### config.mk
export PLATFORM = sky130hd
export DESIGN_NAME = ucf_core
export DESIGN_NICKNAME = d
export VERILOG_FILES = /design/src/ucf_core.v
export VERILOG_INCLUDE_DIRS = /design/src /design/src/src
export SDC_FILE = /design/constraint.sdc
export NUM_CORES = 1
export LEC_CHECK = 0
export BUFFER_PORTS_ARGS = -buffer_cell sky130_fd_sc_hd__buf_2
export CORE_UTILIZATION = 50
export CTS_CLUSTER_DIAMETER = 60
export DETAILED_ROUTE_END_ITERATION = 7
export PLACE_DENSITY = 0.69
export SYNTH_ARGS = -nofsm -noshare
export SYNTH_HDL_FRONTEND = slang
export SYNTH_SLANG_ARGS = --single-unit
### constraint.sdc
create_clock -name pclk -period 10.8 [get_ports pclk]
set_input_delay 0 -clock pclk [delete_from_list [all_inputs] [get_ports pclk]]
set_output_delay 0 -clock pclk [all_outputs]
set_load 0.01 [all_outputs]
### src/ucf_core_regs.vh
/*
 Register map, field positions, reset values and timing figures of the
 serial clock and frame core. Included by the core, the checker and the bench.
*/
// How it works
// - Normal async: bit rate is pclk / (16 * (divisor + 1)).
// - Double speed async: bit rate is pclk / (8 * (divisor + 1)).
// - Sync or SPI master: serial clock is pclk / (2 * (divisor + 1)).
// - Divider serves async and master; slave uses synchronised external clock.
// - Mode field picks async or sync; double speed bit picks 8x sampling.
// - Master bit drives clock pin from generator; clear takes it as input.
// - Clock pin is active only in sync or SPI modes.
// - Slave clock passes synchroniser and edge detector, two cycles latency.
// - Sync modes sample on one clock edge, change data on the other.
// - Polarity zero: change on rising, sample on falling; one swaps them.
// - All thirty formats: 5-9 data, parity none/even/odd, 1-2 stops.
// - Frame order: start, data LSB first, parity, stop bits.
// - High to low on the data line starts a frame; sync modes start on a low level seen at the sample edge.
// - After a frame, start the next at once or idle the line high.
// - Parity is XOR of data bits, inverted for odd parity.
// - Transmitter and receiver share length and parity; stop select sets transmit only, receiver checks one stop bit.
// - Data write loads transmit buffer; read returns oldest receive entry.
// - SPI master starts clocking when data is written.
// - Data writes ignored when disabled or both enables are clear.
// - One transmit buffer ahead of the shifter gives gapless frames.
// - Two-entry receive FIFO with frame, overrun and parity errors.
// - Mode field: 00 async, 01 sync, 11 SPI, 10 reserved.
// - Length field: 000-011 five to eight bits, 111 nine bits.
// - Parity field: 00 none, 10 even, 11 odd, 01 reserved.
// - Stop select 0 gives one stop bit, 1 gives two.
`ifndef UCF_CORE_REGS_VH
`define UCF_CORE_REGS_VH
// Byte addresses
`define UCF_CTRL1_ADDR   32'h40003800
`define UCF_CTRL2_ADDR   32'h40003804
`define UCF_STAT_ADDR    32'h4000380C
`define UCF_BAUD_ADDR    32'h40003810
`define UCF_DATA_ADDR    32'h40003814
`define UCF_FRAC_ADDR    32'h40003818
`define UCF_RTO_ADDR     32'h4000381C
// Control 1 fields
`define UCF_C1_MODE      15:14
`define UCF_C1_PAR       13:12
`define UCF_C1_LEN       11:9
`define UCF_C1_CPOL      7
`define UCF_C1_TX_ENABLE_BIT      1
`define UCF_C1_RX_ENABLE_BIT      0
// Control 2 fields
`define UCF_C2_EN        9
`define UCF_C2_DBLS      8
`define UCF_C2_MASTER    7
`define UCF_C2_SB        2
`define UCF_C2_TX8       1
`define UCF_C2_RX8       0
// Status fields
`define UCF_ST_DRE       7
`define UCF_ST_TXC       6
`define UCF_ST_RXC       5
`define UCF_ST_DOR       2
`define UCF_ST_FE        1
`define UCF_ST_PE        0
// Reset values
`define UCF_BAUD_RESET   12'hFFF
`define UCF_FRAC_RESET   8'hFF
`define UCF_RTO_RESET    24'h000000
// Oversampling per bit
`define UCF_OS_NORMAL    5'h10
`define UCF_OS_DOUBLE    5'h08
`endif

### src/ucf_core.v
/*
 Serial clock and frame core: divider, slave clock synchroniser,
 transmitter with one buffer, receiver with a two-entry FIFO, APB slave.
 Assumes pins and APB are synchronous to pclk; one clock domain.
*/
// Our own choice: register access over APB.
`timescale 1ns/1ps
`default_nettype none
`include "ucf_core_regs.vh"

module ucf_core #(
	parameter DIV_W = 12
) (
	input  wire        pclk,
	input  wire        presetn,
	input  wire        psel,
	input  wire        penable,
	input  wire        pwrite,
	input  wire [31:0] paddr,
	input  wire [31:0] pwdata,
	output reg         pready,
	output reg  [31:0] prdata,
	output reg         pslverr,
	input  wire        rx_data_pin,
	input  wire        serial_clock_pin_in,
	output reg         tx_data_pin,
	output reg         serial_clock_pin_out,
	output reg         serial_clock_pin_oe
);

	// Sync and SPI codes decode as synchronous clocking
	function ucf_is_sync;
		input [1:0] m;
		begin
			ucf_is_sync = (m == 2'b01) || (m == 2'b11);
		end
	endfunction

	// Data length decode, reserved codes fall back to eight bits
	function [3:0] ucf_dlen;
		input [2:0] c;
		begin
			if (c == 3'b111)
				ucf_dlen = 4'h9;
			else if (c[2] == 1'b0)
				ucf_dlen = {2'b01, c[1:0]} + 4'h1;
			else
				ucf_dlen = 4'h8;
		end
	endfunction

	// Parity over the low n data bits, seeded for odd parity
	function ucf_par;
		input [8:0] d;
		input [3:0] n;
		input       odd;
		integer i;
		begin
			ucf_par = odd;
			for (i = 0; i < 9; i = i + 1)
				if (i < n)
					ucf_par = ucf_par ^ d[i];
		end
	endfunction

	// Frame image, bit 0 first; unused tail stays high as stop bits
	function [12:0] ucf_frame;
		input [8:0] d;
		input [3:0] n;
		input       pe;
		input       odd;
		integer i;
		begin
			ucf_frame = 13'h1FFF;
			ucf_frame[0] = 1'b0;
			for (i = 0; i < 9; i = i + 1)
				if (i < n)
					ucf_frame[i + 1] = d[i];
			if (pe)
				ucf_frame[n + 4'h1] = ucf_par(d, n, odd);
		end
	endfunction

	// Received data bits out of the sample image
	function [8:0] ucf_rdata;
		input [12:0] s;
		input [3:0]  n;
		integer i;
		begin
			ucf_rdata = 9'h000;
			for (i = 0; i < 9; i = i + 1)
				if (i < n)
					ucf_rdata[i] = s[i + 1];
		end
	endfunction

	reg [1:0]       c1_mode;
	reg [1:0]       c1_par;
	reg [2:0]       c1_len;
	reg             c1_cpol;
	reg             c1_tx_enable_bit;
	reg             c1_rx_enable_bit;
	reg             c2_en;
	reg             c2_dbls;
	reg             c2_master;
	reg             c2_sb;
	reg             c2_tx8;
	reg [DIV_W-1:0] divisor_value;
	reg [7:0]       frac_cnt;
	reg [23:0]      rto_val;
	reg [DIV_W-1:0] bcnt;
	reg             sck_s1;
	reg             sck_s2;
	reg             sck_s3;
	reg [8:0]       tbuf;
	reg             tbuf_v;
	reg             tx_busy;
	reg [12:0]      tsh;
	reg [3:0]       tleft;
	reg [4:0]       tos;
	reg             txc;
	reg             rx_busy;
	reg             rx_prev;
	reg             rx_push;
	reg [3:0]       rn;
	reg [12:0]      rsh;
	reg [4:0]       ros;
	reg [10:0]      rxq [0:1];
	reg [1:0]       fcnt;
	reg             dor;
	reg [31:0]      rmux;
	reg             hit;

	// Shared format decode for both directions
	wire       sync_m = ucf_is_sync(c1_mode);
	wire [3:0] dlen   = ucf_dlen(c1_len);
	wire       par_en = c1_par[1];
	wire       odd    = c1_par[1] & c1_par[0];
	wire [3:0] flen   = 4'h1 + dlen + {3'b000, par_en} + (c2_sb ? 4'h2 : 4'h1);
	wire [3:0] rlen   = 4'h2 + dlen + {3'b000, par_en};
	wire [4:0] os_top = (c2_dbls ? `UCF_OS_DOUBLE : `UCF_OS_NORMAL) - 5'h01;
	wire [4:0] os_mid = {1'b0, os_top[4:1]};

	// APB qualifiers
	wire acc   = psel & penable & pready;
	wire wr    = acc & pwrite;
	wire rd    = acc & ~pwrite;
	wire dr_wr = wr & (paddr == `UCF_DATA_ADDR) & c2_en & (c1_tx_enable_bit | c1_rx_enable_bit);
	wire rx_on = c2_en & c1_rx_enable_bit;
	wire pop   = rd & (paddr == `UCF_DATA_ADDR) & (fcnt != 2'b00);

	// Divider tick and clock edge events
	wire tick    = c2_en & (bcnt == {DIV_W{1'b0}});
	wire sck_run = c2_en & sync_m & c2_master & (tx_busy | (serial_clock_pin_out != c1_cpol));
	wire m_rise  = tick & sck_run & ~serial_clock_pin_out;
	wire m_fall  = tick & sck_run & serial_clock_pin_out;
	wire s_rise  = sck_s2 & ~sck_s3;
	wire s_fall  = ~sck_s2 & sck_s3;
	wire rise_ev = c2_en & sync_m & (c2_master ? m_rise : s_rise);
	wire fall_ev = c2_en & sync_m & (c2_master ? m_fall : s_fall);
	wire chg_ev  = c1_cpol ? fall_ev : rise_ev;
	wire smp_ev  = c1_cpol ? rise_ev : fall_ev;

	// Bit boundaries for each direction
	wire tx_end  = sync_m ? chg_ev : (tick & (tos == os_top));
	wire rs_ev   = sync_m ? smp_ev : (tick & (ros == os_mid));
	wire rx_last = rx_busy & rs_ev & (rn == rlen - 4'h1);

	wire [12:0] tfr   = ucf_frame(tbuf, dlen, par_en, odd);
	wire [8:0]  rdat  = ucf_rdata(rsh, dlen);
	wire        rfe   = ~rsh[rlen - 4'h1];
	wire        rpe   = par_en & (ucf_par(rdat, dlen, odd) != rsh[dlen + 4'h1]);
	wire [10:0] rhead = (fcnt != 2'b00) ? rxq[0] : 11'h000;

	// Register read mux
	always @*
	begin
		rmux = 32'h00000000;
		hit = 1'b1;
		case (paddr)
			`UCF_CTRL1_ADDR:
			begin
				rmux[`UCF_C1_MODE] = c1_mode;
				rmux[`UCF_C1_PAR] = c1_par;
				rmux[`UCF_C1_LEN] = c1_len;
				rmux[`UCF_C1_CPOL] = c1_cpol;
				rmux[`UCF_C1_TX_ENABLE_BIT] = c1_tx_enable_bit;
				rmux[`UCF_C1_RX_ENABLE_BIT] = c1_rx_enable_bit;
			end
			`UCF_CTRL2_ADDR:
			begin
				rmux[`UCF_C2_EN] = c2_en;
				rmux[`UCF_C2_DBLS] = c2_dbls;
				rmux[`UCF_C2_MASTER] = c2_master;
				rmux[`UCF_C2_SB] = c2_sb;
				rmux[`UCF_C2_TX8] = c2_tx8;
				rmux[`UCF_C2_RX8] = rhead[8];
			end
			`UCF_STAT_ADDR:
			begin
				rmux[`UCF_ST_DRE] = ~tbuf_v;
				rmux[`UCF_ST_TXC] = txc;
				rmux[`UCF_ST_RXC] = (fcnt != 2'b00);
				rmux[`UCF_ST_DOR] = dor;
				rmux[`UCF_ST_FE] = rhead[9];
				rmux[`UCF_ST_PE] = rhead[10];
			end
			`UCF_BAUD_ADDR:
				rmux[DIV_W-1:0] = divisor_value;
			`UCF_DATA_ADDR:
				rmux[7:0] = rhead[7:0];
			`UCF_FRAC_ADDR:
				rmux[7:0] = frac_cnt;
			`UCF_RTO_ADDR:
				rmux[23:0] = rto_val;
			default:
				hit = 1'b0;
		endcase
	end

	// APB answer one cycle into the access phase
	always @(posedge pclk or negedge presetn)
	begin
		if (!presetn)
		begin
			pready <= 1'b0;
			prdata <= 32'h00000000;
			pslverr <= 1'b0;
		end
		else if (psel & penable & ~pready)
		begin
			pready <= 1'b1;
			prdata <= rmux;
			pslverr <= ~hit;
		end
		else
		begin
			pready <= 1'b0;
			pslverr <= 1'b0;
		end
	end

	// Control register writes
	always @(posedge pclk or negedge presetn)
	begin
		if (!presetn)
		begin
			c1_mode <= 2'b00;
			c1_par <= 2'b00;
			c1_len <= 3'b000;
			c1_cpol <= 1'b0;
			c1_tx_enable_bit <= 1'b0;
			c1_rx_enable_bit <= 1'b0;
			c2_en <= 1'b0;
			c2_dbls <= 1'b0;
			c2_master <= 1'b0;
			c2_sb <= 1'b0;
			c2_tx8 <= 1'b0;
			divisor_value <= `UCF_BAUD_RESET;
			frac_cnt <= `UCF_FRAC_RESET;
			rto_val <= `UCF_RTO_RESET;
		end
		else if (wr)
		begin
			case (paddr)
				`UCF_CTRL1_ADDR:
				begin
					c1_mode <= pwdata[`UCF_C1_MODE];
					c1_par <= pwdata[`UCF_C1_PAR];
					c1_len <= pwdata[`UCF_C1_LEN];
					c1_cpol <= pwdata[`UCF_C1_CPOL];
					c1_tx_enable_bit <= pwdata[`UCF_C1_TX_ENABLE_BIT];
					c1_rx_enable_bit <= pwdata[`UCF_C1_RX_ENABLE_BIT];
				end
				`UCF_CTRL2_ADDR:
				begin
					c2_en <= pwdata[`UCF_C2_EN];
					c2_dbls <= pwdata[`UCF_C2_DBLS];
					c2_master <= pwdata[`UCF_C2_MASTER];
					c2_sb <= pwdata[`UCF_C2_SB];
					c2_tx8 <= pwdata[`UCF_C2_TX8];
				end
				`UCF_BAUD_ADDR:
					divisor_value <= pwdata[DIV_W-1:0];
				`UCF_FRAC_ADDR:
					frac_cnt <= pwdata[7:0];
				`UCF_RTO_ADDR:
					rto_val <= pwdata[23:0];
				default:
					c2_en <= c2_en;
			endcase
		end
	end

	// Reloading divider and master serial clock
	always @(posedge pclk or negedge presetn)
	begin
		if (!presetn)
		begin
			bcnt <= `UCF_BAUD_RESET;
			serial_clock_pin_out <= 1'b0;
			serial_clock_pin_oe <= 1'b0;
		end
		else
		begin
			if (!c2_en || tick)
				bcnt <= divisor_value;
			else
				bcnt <= bcnt - {{(DIV_W-1){1'b0}}, 1'b1};
			if (tick & sck_run)
				serial_clock_pin_out <= ~serial_clock_pin_out;
			serial_clock_pin_oe <= c2_en & sync_m & c2_master;
		end
	end

	// External clock synchroniser, first stage feeds only the second
	always @(posedge pclk or negedge presetn)
	begin
		if (!presetn)
		begin
			sck_s1 <= 1'b0;
			sck_s2 <= 1'b0;
			sck_s3 <= 1'b0;
		end
		else
		begin
			sck_s1 <= serial_clock_pin_in;
			sck_s2 <= sck_s1;
			sck_s3 <= sck_s2;
		end
	end

	// Transmit buffer, shifter and completion flag
	always @(posedge pclk or negedge presetn)
	begin
		if (!presetn)
		begin
			tbuf <= 9'h000;
			tbuf_v <= 1'b0;
			tx_busy <= 1'b0;
			tsh <= 13'h1FFF;
			tleft <= 4'h0;
			tos <= 5'h00;
			txc <= 1'b0;
			tx_data_pin <= 1'b1;
		end
		else
		begin
			if (wr && paddr == `UCF_STAT_ADDR && pwdata[`UCF_ST_TXC])
				txc <= 1'b0;
			if (!c2_en)
			begin
				tx_busy <= 1'b0;
				tx_data_pin <= 1'b1;
			end
			else if (!tx_busy)
			begin
				tos <= 5'h00;
				// Async frames start on a tick so the start bit is a full bit
				if (tbuf_v & c1_tx_enable_bit & (sync_m | tick))
				begin
					tx_busy <= 1'b1;
					tbuf_v <= 1'b0;
					if (sync_m)
					begin
						tsh <= tfr;
						tleft <= flen;
					end
					else
					begin
						tx_data_pin <= tfr[0];
						tsh <= {1'b1, tfr[12:1]};
						tleft <= flen - 4'h1;
					end
				end
			end
			else
			begin
				if (tick)
					tos <= (tos == os_top) ? 5'h00 : tos + 5'h01;
				if (tx_end)
				begin
					if (tleft != 4'h0)
					begin
						tx_data_pin <= tsh[0];
						tsh <= {1'b1, tsh[12:1]};
						tleft <= tleft - 4'h1;
					end
					else if (tbuf_v & c1_tx_enable_bit)
					begin
						tbuf_v <= 1'b0;
						tx_data_pin <= tfr[0];
						tsh <= {1'b1, tfr[12:1]};
						tleft <= flen - 4'h1;
					end
					else
					begin
						tx_busy <= 1'b0;
						tx_data_pin <= 1'b1;
						txc <= 1'b1;
					end
				end
			end
			if (dr_wr)
			begin
				tbuf <= {c2_tx8, pwdata[7:0]};
				tbuf_v <= 1'b1;
			end
		end
	end

	// Receive shifter, async by oversampling, sync by sample edge
	always @(posedge pclk or negedge presetn)
	begin
		if (!presetn)
		begin
			rx_busy <= 1'b0;
			rx_prev <= 1'b1;
			rx_push <= 1'b0;
			rn <= 4'h0;
			rsh <= 13'h0000;
			ros <= 5'h00;
		end
		else
		begin
			rx_prev <= rx_data_pin;
			rx_push <= rx_last;
			if (!rx_on)
				rx_busy <= 1'b0;
			else if (!rx_busy)
			begin
				ros <= 5'h00;
				rn <= 4'h0;
				if (sync_m & smp_ev & ~rx_data_pin)
				begin
					rx_busy <= 1'b1;
					rsh[0] <= 1'b0;
					rn <= 4'h1;
				end
				else if (~sync_m & rx_prev & ~rx_data_pin)
					rx_busy <= 1'b1;
			end
			else
			begin
				if (tick)
					ros <= (ros == os_top) ? 5'h00 : ros + 5'h01;
				if (rs_ev)
				begin
					if (rn == 4'h0 && rx_data_pin)
						rx_busy <= 1'b0;
					else
					begin
						rsh[rn] <= rx_data_pin;
						rn <= rn + 4'h1;
						if (rx_last)
							rx_busy <= 1'b0;
					end
				end
			end
		end
	end

	// Two-entry receive FIFO with error bits and overrun
	always @(posedge pclk or negedge presetn)
	begin
		if (!presetn)
		begin
			rxq[0] <= 11'h000;
			rxq[1] <= 11'h000;
			fcnt <= 2'b00;
			dor <= 1'b0;
		end
		else if (!rx_on)
		begin
			fcnt <= 2'b00;
			dor <= 1'b0;
		end
		else
		begin
			if (pop)
			begin
				rxq[0] <= rxq[1];
				dor <= 1'b0;
			end
			if (rx_push)
			begin
				if (fcnt == 2'b10 && !pop)
					dor <= 1'b1;
				else if (fcnt == 2'b00 || (fcnt == 2'b01 && pop))
					rxq[0] <= {rpe, rfe, rdat};
				else
					rxq[1] <= {rpe, rfe, rdat};
			end
			if (pop && !rx_push)
				fcnt <= fcnt - 2'b01;
			else if (rx_push && !pop && fcnt != 2'b10)
				fcnt <= fcnt + 2'b01;
		end
	end

endmodule // ucf_core
`default_nettype wire

==> results of run 1 <==
==> cells by family (layout without fill, tap and decap cells) <==
family / after synthesis / in the layout / synth area share (%)
buffers and inverters: 104 / 202 / 4.428
other: 1 / 8 / 0.03718
adders and majority gates: 23 / 23 / 3.002
AOI/OAI and AO/OA: 240 / 240 / 15.16
muxes: 97 / 97 / 11.19
xor gates and xnor gates: 40 / 40 / 3.610
DFF: 187 / 187 / 46.97
and+or+nand+nor: 320 / 320 / 15.60
==> worst min path at each step <==
stage | depth (start not counted) | endpoint
5_1_grt | 4 | txc$_DFF_PN0_
4_1_cts | 4 | txc$_DFF_PN0_
6_report | 4 | txc$_DFF_PN0_
2_1_floorplan | 0 | c1_cpol$_DFFE_PN0P_
3_3_place_gp | 1 | sck_s1$_DFF_PN0_
3_5_place_dp | 1 | sck_s1$_DFF_PN0_
==> sequential cells by signal, summed over array words and instances, names as in the netlist, 2 cells and up <==
name and flops:
bcnt 12, c1_len 3, c1_mode 2, c1_par 2, divisor_value 12, fcnt 2, frac_cnt 8, prdata 24
rn 4, ros 5, rsh 13, rto_val 24, rxq 22, tbuf 9, tleft 4, tos 5
tsh 13
==> timing repair <==
action                                 CTS  global route
resized for setup                        0             0
endpoints found under the hold margin  165             0
hold buffers                            27             0
==> where the power goes <==
group	switching [mW]	internal [mW]	leakage, nW
Clock	0.315	0.337	0.297
Sequential	0.00223	0.705	2.34
Combinational	0.0350	0.0207	2.53
==> synthesized netlist by cell type, drive strengths merged (7+ instances only) <==
cell,n
xor2,11
a221oi,8
nand4,14
mux2i,16
o21ai,73
clkbuf,37
nand2,117
inv,45
xnor2,28
ha,21
and3,10
dfstp,47
nand3,28
nor3,25
o31ai,10
a211oi,10
dfrtp,140
or3,8
a22oi,12
nor2,62
nor2b,10
buf,20
nor4,9
a21oi,52
a31oi,15
a22o,7
mux2,76
o22ai,17
==> per-layer routing <==
layer / vias to the layer above / wire [um] / track usage, %
met4: 0 / 326 / 6.271
met1: 4067 / 11420 / 36.31
met5: - / 0 / 0
met2: 250 / 12120 / 40.10
met3: 26 / 1495 / 4.669
li1: 3835 / - / -
==> metrics by stage <==
step / area (sq um) / util [%]
2_1_floorplan: 10110 / -
3_3_place_gp: 10680 / 54.53
3_5_place_dp: 10680 / 54.53
4_1_cts: 11570 / 59.05
5_1_grt: 11570 / 59.05
6_report: 11570 / 59.05
==> cell type report <==
cell class | instances | area, sq um
inverter | 47 | 176.4
multi-input combinational | 728 | 4935
clock inverter | 15 | 188.9
clock buffer | 17 | 425.4
fill | 1692 | 8023
timing repair buffer | 123 | 772.0
tap | 265 | 331.6
sequential | 187 | 4738
==> critical path, cell delays in order (launching register included) <==
cell and delay (ns):
dfrtp_1 0.47, ha_1 0.27, a21oi_1 0.72, inv_1 0.30
ha_1 0.36, inv_1 0.08, ha_1 0.22, nand2b_1 0.15
xnor2_1 0.15, xnor3_1 0.40, xnor2_1 0.75, a21oi_1 0.20
a221oi_1 0.32, a21oi_1 0.11
==> metrics, run 1 <==
n_diodes=0; clk sink count=around 190; Slew Limit Headroom=29.84%; Syn Area/Cell=9.968 sq um; fin crit share=42.41%; Hold WS=0.1635 ns; Worst Skew=around 0.014 ns; DR vias/cell=between 5 and 6; ys async rst share=100.0%; endpoints failing setup=0; RSZ-0062 raised after global routing=no; die area=around 0.021 sq mm; R2R cell count=13; first-pass GRT wire length=between 40000 and 50000 um; CP Class=flop to flop; Slew Limit Fails=0; status=finished clean; Worst Path Arrival=4.94 ns; Routed WL per cell=18.35 um; commonest non-fill, non-tap cell in the layout=dfrtp_1; PnR worst setup slack=between 6 and 7 ns; Die H=144.0 um; # rows=51; largest net degree at the start of global routing=between 100 and 150; DRT iter0 DRCs=between 700 and 800; worst hold-check path type=primary input to flop; drt drc=0; top cells by area, synth=dfrtp_1 (35%), dfstp_2 (12%), mux2_2 (8.5%), nand2_1 (4.3%), o21ai_0 (3.1%); Initial Utilization=51.49%; Tot GR Track Use=25.49%; H-tree depth=4; top-area cell type share of the netlist area=34.73%; Max-Cap Viols=0; Critical R2R Capture=tsh[7]$_DFFE_PN1P_; EDFF count, synth=0; Synth area leader=dfrtp_1; total congestion overflow=0; Pwr Total=about 1.4 mW; predominant post-synthesis flop cell=dfrtp_1; Post-Syn Area=~0.01 sq mm; First-pass DRT Iterations=5; CTS Buf Count=17; Pleak=5.165 nW; Worst Setup End Kind=flop; Pwr Density=122.3 mW/mm^2; CP startpoint kind=flop; Core Area=0.01959 sq mm; Final Non-Filler Cells=1382; Ys Warns=0; Yosys reg bits=around 190; vias in the first global route=7642; critical hold path startpoint=paddr[4]; setup TNS=0 ns; IO Pins=108; clock-pin slew on the worst setup and hold paths=0.08 ns; Area Overhead vs Synth=14.67%; IO buf count=91; worst-path fanout max=11; CTS tree=done; post-synthesis instance total=between 1000 and 1500; CTS root buf=clkbuf_16; layout cells sized above 1=24.53%; Inst Count DP=1323; Clock Path Buffers=2; most frequent cells in the layout=dfrtp_1 (140), nand2_1 (116), buf_2 (90); initial antenna violation count=0; worst skew pair latency=0.44 ns; Peak VDD IR=106.2 uV; Final Hold Fails=0; nets=1198; Final Critical Period=approximately 4.6 ns; die width=~140 um; Fmax achieved=218.3 MHz; remaining antenna violation count=0; placer congestion estimate=0.8730; total number of vias=8178; Worst-Margin Slew=1.044 ns; r2r startpoint=c1_len[0]$_DFFE_PN0P_; pre-CTS WS=between 6 and 7 ns; CP Launch Point=c1_len[0]$_DFFE_PN0P_; drt total wl=25360 um; WP data required=11.16 ns; reg2reg setup slack=6.22 ns; sequential area share after synthesis=46.97%; DP HPWL=~18000 um; post-synthesis cell type count=73; Critical Path Sink=tsh[7]$_DFFE_PN1P_; Post CTS Setup Buffer Count=0
Note: power is estimated with default switching activity, not from simulation.
==> run 2, diff against run 1 <==
==> constraint.sdc (replaced) <==
create_clock -name pclk -period 4.4 [get_ports pclk]
set_input_delay 0 -clock pclk [delete_from_list [all_inputs] [get_ports pclk]]
set_output_delay 0 -clock pclk [all_outputs]
set_load 0.01 [all_outputs]
==> run 2 against run 1 <==
Compared with the run above:
- combinational power increased by 150%
- largest power group unchanged
- critical path depth unchanged
- cell count increased by 0.43%
- first-iteration DRC count decreased by 9.5%
- global-route usage increased by 0.84 points
- hold slack improved by 0.024 ns
- worst setup slack got worse by 5.7 ns
- routed wire length increased by 0.67%
==> metrics, run 2 (same netlist as run 1, synthesis figures left out) <==
status=finished clean; H-tree depth=4 (unchanged); Min-Delay Endpoint=txc$_DFF_PN0_; area occupied by multi-input gates=0.004935 sq mm (unchanged); nets=1204 (+0.50%); die area=0.02075 sq mm (unchanged); R2R cell count=13 (unchanged); IO buf count=91 (unchanged); Max-Cap Viols=0 (unchanged); drt drc=0 (unchanged); Die H=144.0 um (unchanged); CP startpoint kind=flop; Worst-Margin Slew=1.007 ns (-0.03754 ns); remaining antenna violation count=0 (unchanged); Layout fillers=1676 (-0.95%); worst hold-check path type=primary input to flop; Sequential cell area=0.004738 sq mm (unchanged); CTS tree=done; gr busiest metal=met2; largest net degree at the start of global routing=107 (-8.5%); worst skew pair latency=0.44 ns (about the same); met3 Resource Use GR=3.411% (-1.3 points); Final Hold Fails=0 (unchanged); Worst Path Arrival=4.18 ns (-0.76 ns); Pleak=5.183 nW (+0.35%); vias in the first global route=7837 (+2.6%); reg2reg setup slack=0.57 ns (-5.65 ns); DR vias/cell=5.854 (-1.1%); worst stage delay on the critical path=0.46 ns (-0.29 ns); DP HPWL=18100 um (+0.87%); layout cells sized above 1=24.93% (+0.40 points); First-pass DRT Iterations=7 (+2); final instance area=0.01159 sq mm (+0.16%); pre-CTS WS=0.6624 ns (-5.657 ns); Area Overhead vs Synth=14.86%; WP buf/inv=2 (unchanged); setup TNS=0 ns (unchanged); CTS root buf=clkbuf_16; commonest non-fill, non-tap cell in the layout=dfrtp_1; slowest CP cell=dfrtp_1; met2 Track Usage GR=41.42% (+1.3 points); Tot GR Track Use=26.33% (+0.84 points); fin crit share=87.06% (+45 points); Slew Limit Headroom=32.32% (+2.5 points); DP Area=0.01073 sq mm (+0.42%); drt total wl=25530 um (+0.67%); Worst Setup End Kind=flop; clk sink count=187 (unchanged); Slew Limit Fails=0 (unchanged); n_diodes=0 (unchanged); total number of vias=8125 (-0.65%); Final Critical Period=3.831 ns (-0.7494 ns); most used cell, CP=ha_1; placer congestion estimate=0.8794 (+0.73%); Clock Path Buffers=2 (unchanged); Worst Skew=0.009240 ns (-0.004308 ns); Core Util, Final=59.14% (+0.096 points); Initial Utilization=51.49% (unchanged); critical path cell sequence=ha_1 > nor2b_1 > ha_1 > inv_1 > ha_1 > nand2b_1 > xnor2_1 > xnor3_1 > xnor2_1 > buf_4 > nor2_1 > a221oi_1 > a31oi_1; CP Class=flop to flop; die width=144.0 um (unchanged); Pwr Density=294.0 mW/mm^2 (+140%); initial antenna violation count=0 (unchanged); delay-heaviest family, CP=XOR/XNOR gates; Peak VDD IR=288.8 uV (+170%); total congestion overflow=0 (unchanged); IO Pins=108 (unchanged); Post CTS Setup Buffer Count=0 (unchanged); most frequent cells in the layout=dfrtp_1 (140), nand2_1 (116), buf_2 (90); clock-pin slew on the worst setup and hold paths=0.07 ns (about the same); # rows=51 (unchanged); endpoints failing setup=0 (unchanged); Fmax achieved=261.0 MHz (+20%); first-pass GRT wire length=41680 um (+3.3%); Critical R2R Capture=tsh[6]$_DFFE_PN1P_; biggest regs=prdata (24), rto_val (24), rxq (22); critical hold path startpoint=paddr[3]; CTS Buf Count=17 (unchanged); RSZ-0062 raised after global routing=no; worst-path fanout max=7 (-4); Hold Path Cell Cnt=4 (unchanged); PnR worst setup slack=0.5692 ns (-5.651 ns); DRT iter0 DRCs=675 (-9.5%); Core Area=0.01959 sq mm (unchanged); WP data required=4.75 ns (-6.41 ns); GR Util met1=38.07% (+1.8 points); r2r startpoint=c1_len[0]$_DFFE_PN0P_; Routed WL per cell=18.40 um (+0.24%)
## run 2: changes by cell type in the layout (fill, tap and decap cells not counted), sizes merged
cell    previous run  this run
clkinv             5         6
bufinv             1         0
buf               95       101
## run 2: stage by stage
stage | hold WS [ns] | power, mW | std cells
after global placement | 0.1173 | 1.886 | 1329
after CTS | 0.1653 | 3.432 | 1388
after detailed placement | 0.1163 | 1.887 | 1329
after floorplan | -0.2956 | 1.805 | 1019
final | 0.1880 | 3.406 | 1388
after global routing | 0.1892 | 3.528 | 1388
## run 2: worst max path at each step
stage	start	to	slack, ns	cells after the start
floorplan	c1_len[0]$_DFFE_PN0P_	tsh[11]$_DFFE_PN1P_	0.95	13
global placement	c1_len[0]$_DFFE_PN0P_	tsh[7]$_DFFE_PN1P_	0.78	13
detailed placement	c1_len[0]$_DFFE_PN0P_	tsh[6]$_DFFE_PN1P_	0.66	13
CTS	c1_len[0]$_DFFE_PN0P_	tsh[6]$_DFFE_PN1P_	0.61	13
global route	c1_len[0]$_DFFE_PN0P_	tsh[9]$_DFFE_PN1P_	0.27	13
finish	c1_len[0]$_DFFE_PN0P_	tsh[6]$_DFFE_PN1P_	0.57	13
## run 2: area by class of cell
type                       instances  share of cell area [%]
timing repair buffer             129                   7.052
sequential                       187                   40.90
clock inverter                    15                   1.404
tap                              265                   2.862
inverter                          47                   1.523
clock buffer                      17                   3.672
multi-input combinational        728                   42.59
## run 2: repair_timing
| action | in CTS | in global routing |
|---|---|---|
| hold buffers | 27 | 0 |
| endpoints found under the hold margin | 140 | 0 |
| gates resized for setup | 0 | 0 |
## run 2: routing by layer
metal | vias to the layer above | share of wire [%]
li1 | 3852 | -
met1 | 4031 | 47
met4 | 0 | 1.0
met5 | - | 0
met3 | 20 | 4.9
met2 | 222 | 48
## run 2: report_power, final
| group | leakage [nW] | switching, mW | internal (mW) |
|---|---|---|---|
| logic | 2.55 | 0.0862 | 0.0516 |
| clock network | 0.286 | 0.767 | 0.767 |
| registers | 2.34 | 0.00485 | 1.73 |
## run 2: tightest hold or removal path, delay by kind of cell
family / cells / cell delay [ns]
buffers and inverters: 1 / 0.18
AO/OA/AOI/OAI: 1 / 0.11
AND/OR/NAND/NOR: 2 / 0.30
==> run 3, diff against run 2 <==
==> constraint.sdc (replaced) <==
create_clock -name pclk -period 4.2 [get_ports pclk]
set_input_delay 0 -clock pclk [delete_from_list [all_inputs] [get_ports pclk]]
set_output_delay 0 -clock pclk [all_outputs]
set_load 0.01 [all_outputs]
==> run 3 against run 2 <==
Compared with the run above:
- cell count is 0.14% higher
- die area stayed put
- non-clock buffer count is 2 higher
- flip-flop and latch count stayed put
- clock skew is 0.0022 ns higher
- fmax is 3.3% higher
- power is 5.6% higher
- sequential share of layout area is 0.10 points lower
- utilization is 0.15 points higher
- critical path depth is 1 lower
==> metrics, run 3 (same netlist as run 1, synthesis figures left out) <==
setup TNS=0 ns (unchanged); Max-Cap Viols=0 (unchanged); vias in the first global route=7632 (-2.6%); final instance area=0.01161 sq mm (+0.25%); Tot GR Track Use=26.00% (-0.33 points); DR vias/cell=5.841 (-0.22%); IO buf count=91 (unchanged); Initial Utilization=51.49% (unchanged); First-pass DRT Iterations=5 (-2); Slew Limit Headroom=29.62% (-2.7 points); commonest non-fill, non-tap cell in the layout=dfrtp_1; clk sink count=187 (unchanged); Logic pwr share=4.0% (about the same); clock-pin slew on the worst setup and hold paths=0.08 ns (about the same); Worst Path Arrival=4.06 ns (-0.12 ns); H-tree depth=4 (unchanged); largest net degree at the start of global routing=115 (+7.5%); worst-path fanout max=6 (-1); Core Area=0.01959 sq mm (unchanged); Pleak=5.204 nW (+0.41%); Post CTS Setup Buffer Count=0 (unchanged); die width=144.0 um (unchanged); Clock Path Buffers=2 (unchanged); worst skew pair latency=0.44 ns (about the same); worst hold-check path type=primary input to flop; Clk pwr share=45.4% (+0.4 points); fin crit share=88.26% (+1.2 points); CTS tree=done; layout cells sized above 1=25.07% (+0.13 points); n_diodes=0 (unchanged); nets=1206 (+0.17%); Worst Skew=0.01144 ns (+0.002195 ns); status=finished clean; biggest regs=prdata (24), rto_val (24), rxq (22); Worst-Margin Slew=1.055 ns (+0.04783 ns); Net Sw Frac=25.40% (+0.22 points); CTS root buf=clkbuf_16; first-pass GRT wire length=41280 um (-0.95%); DRT iter0 DRCs=508 (-25%); Final Hold Fails=0 (unchanged); Area Overhead vs Synth=15.15%; placer congestion estimate=0.8677 (-1.3%); # rows=51 (unchanged); Slew Limit Fails=0 (unchanged); CTS Buf Count=17 (unchanged); CP startpoint kind=flop; endpoints failing setup=0 (unchanged); IO Pins=108 (unchanged); Final Critical Period=3.707 ns (-0.1238 ns); Internal Power=2.682 mW (+5.3%); Worst Setup End Kind=flop; P_sw=913.4 uW (+6.5%); die area=0.02075 sq mm (unchanged); WP data required=4.55 ns (-0.20 ns); Die H=144.0 um (unchanged); total congestion overflow=0 (unchanged); remaining antenna violation count=0 (unchanged); most frequent cells in the layout=dfrtp_1 (140), nand2_1 (116), buf_2 (90); CP Class=flop to flop; drt total wl=25750 um (+0.86%); Pwr Density=309.6 mW/mm^2 (+5.3%); RSZ-0062 raised after global routing=no; Peak VDD IR=333.5 uV (+15%); drt drc=0 (unchanged); power share of the sequential group=50.5% (-0.4 points); total number of vias=8119 (-0.074%); DP HPWL=18380 um (+1.6%); Fmax achieved=269.8 MHz (+3.3%); Routed WL per cell=18.53 um (+0.72%); DP Area=0.01074 sq mm (+0.14%); initial antenna violation count=0 (unchanged)
## run 3: cell count changes in the layout (fill, tap and decap cells not counted), sizes merged
cell	previous run	this run
inv	55	56
buf	101	103
clkinvlp	1	0
## run 3: cell type report
type / instances / area [sq um]
fill: 1652 / 7975
sequential: 187 / 4738
timing repair buffer: 131 / 832.0
multi-input combinational: 728 / 4935
clock inverter: 15 / 176.4
tap: 265 / 331.6
clock buffer: 17 / 425.4
inverter: 47 / 176.4
## run 3: per-layer routing
metal | global-route usage (%) | up-vias | wire length (um)
met3 | 4.702 | 27 | 1404
li1 | - | 3855 | -
met2 | 40.55 | 232 | 12200
met4 | 6.887 | 0 | 365
met1 | 37.16 | 4005 | 11780
met5 | 0 | - | 0
## run 3: worst paths after layout
path / start / to / slack [ns] / cells past startpoint
max in group asynchronous: presetn / frac_cnt[6]$_DFFE_PN1P_ / 2.83 / 3
setup reg to reg: c1_len[1]$_DFFE_PN0P_ / tsh[11]$_DFFE_PN1P_ / 0.49 / 12
min in group asynchronous: presetn / prdata[16]$_DFFE_PN0P_ / 0.22 / 2
hold reg to reg: sck_s1$_DFF_PN0_ / sck_s2$_DFF_PN0_ / 0.37 / 0
hold / removal: paddr[2] / prdata[6]$_DFFE_PN0P_ / 0.19 / 5
setup / recovery: c1_len[1]$_DFFE_PN0P_ / tsh[11]$_DFFE_PN1P_ / 0.49 / 12
## run 3: worst max-delay path: stages (launching register included)
cell      delay, ns
dfrtp_1        0.46
ha_1           0.40
nor2b_1        0.32
ha_1           0.30
inv_1          0.06
ha_1           0.22
nand2b_1       0.18
xnor2_1        0.19
xnor3_1        0.40
xor2_1         0.25
or3_1          0.44
a221oi_1       0.28
a21oi_1        0.11
## run 3: power groups by stage
| stage | clock network [mW] | logic [mW] | registers [mW] |
|---|---|---|---|
| 2_1_floorplan | 0 | 0.0358 | 1.86 |
| 3_3_place_gp | 0 | 0.126 | 1.85 |
| 3_5_place_dp | 0 | 0.127 | 1.85 |
| 4_1_cts | 1.66 | 0.147 | 1.82 |
| 5_1_grt | 1.74 | 0.162 | 1.82 |
| 6_report | 1.63 | 0.145 | 1.82 |
## run 3: metrics by stage
stage / util [%] / hold slack, ns / power (mW) / std cells / worst slack (ns)
2_1_floorplan: - / -0.2956 / 1.891 / 1019 / 0.7467
6_report: 59.29 / 0.1938 / 3.596 / 1390 / 0.4930
4_1_cts: 59.29 / 0.1822 / 3.627 / 1390 / 0.5037
3_3_place_gp: 54.84 / 0.1155 / 1.977 / 1331 / 0.6637
5_1_grt: 59.29 / 0.2024 / 3.719 / 1390 / 0.3078
3_5_place_dp: 54.84 / 0.1147 / 1.978 / 1331 / 0.5243
## run 3: what timing repair did
action | 4_1_cts | 5_1_grt
hold buffers | 27 | 0
hold endpoints to repair | 145 | 0
gates resized for setup | 0 | 0
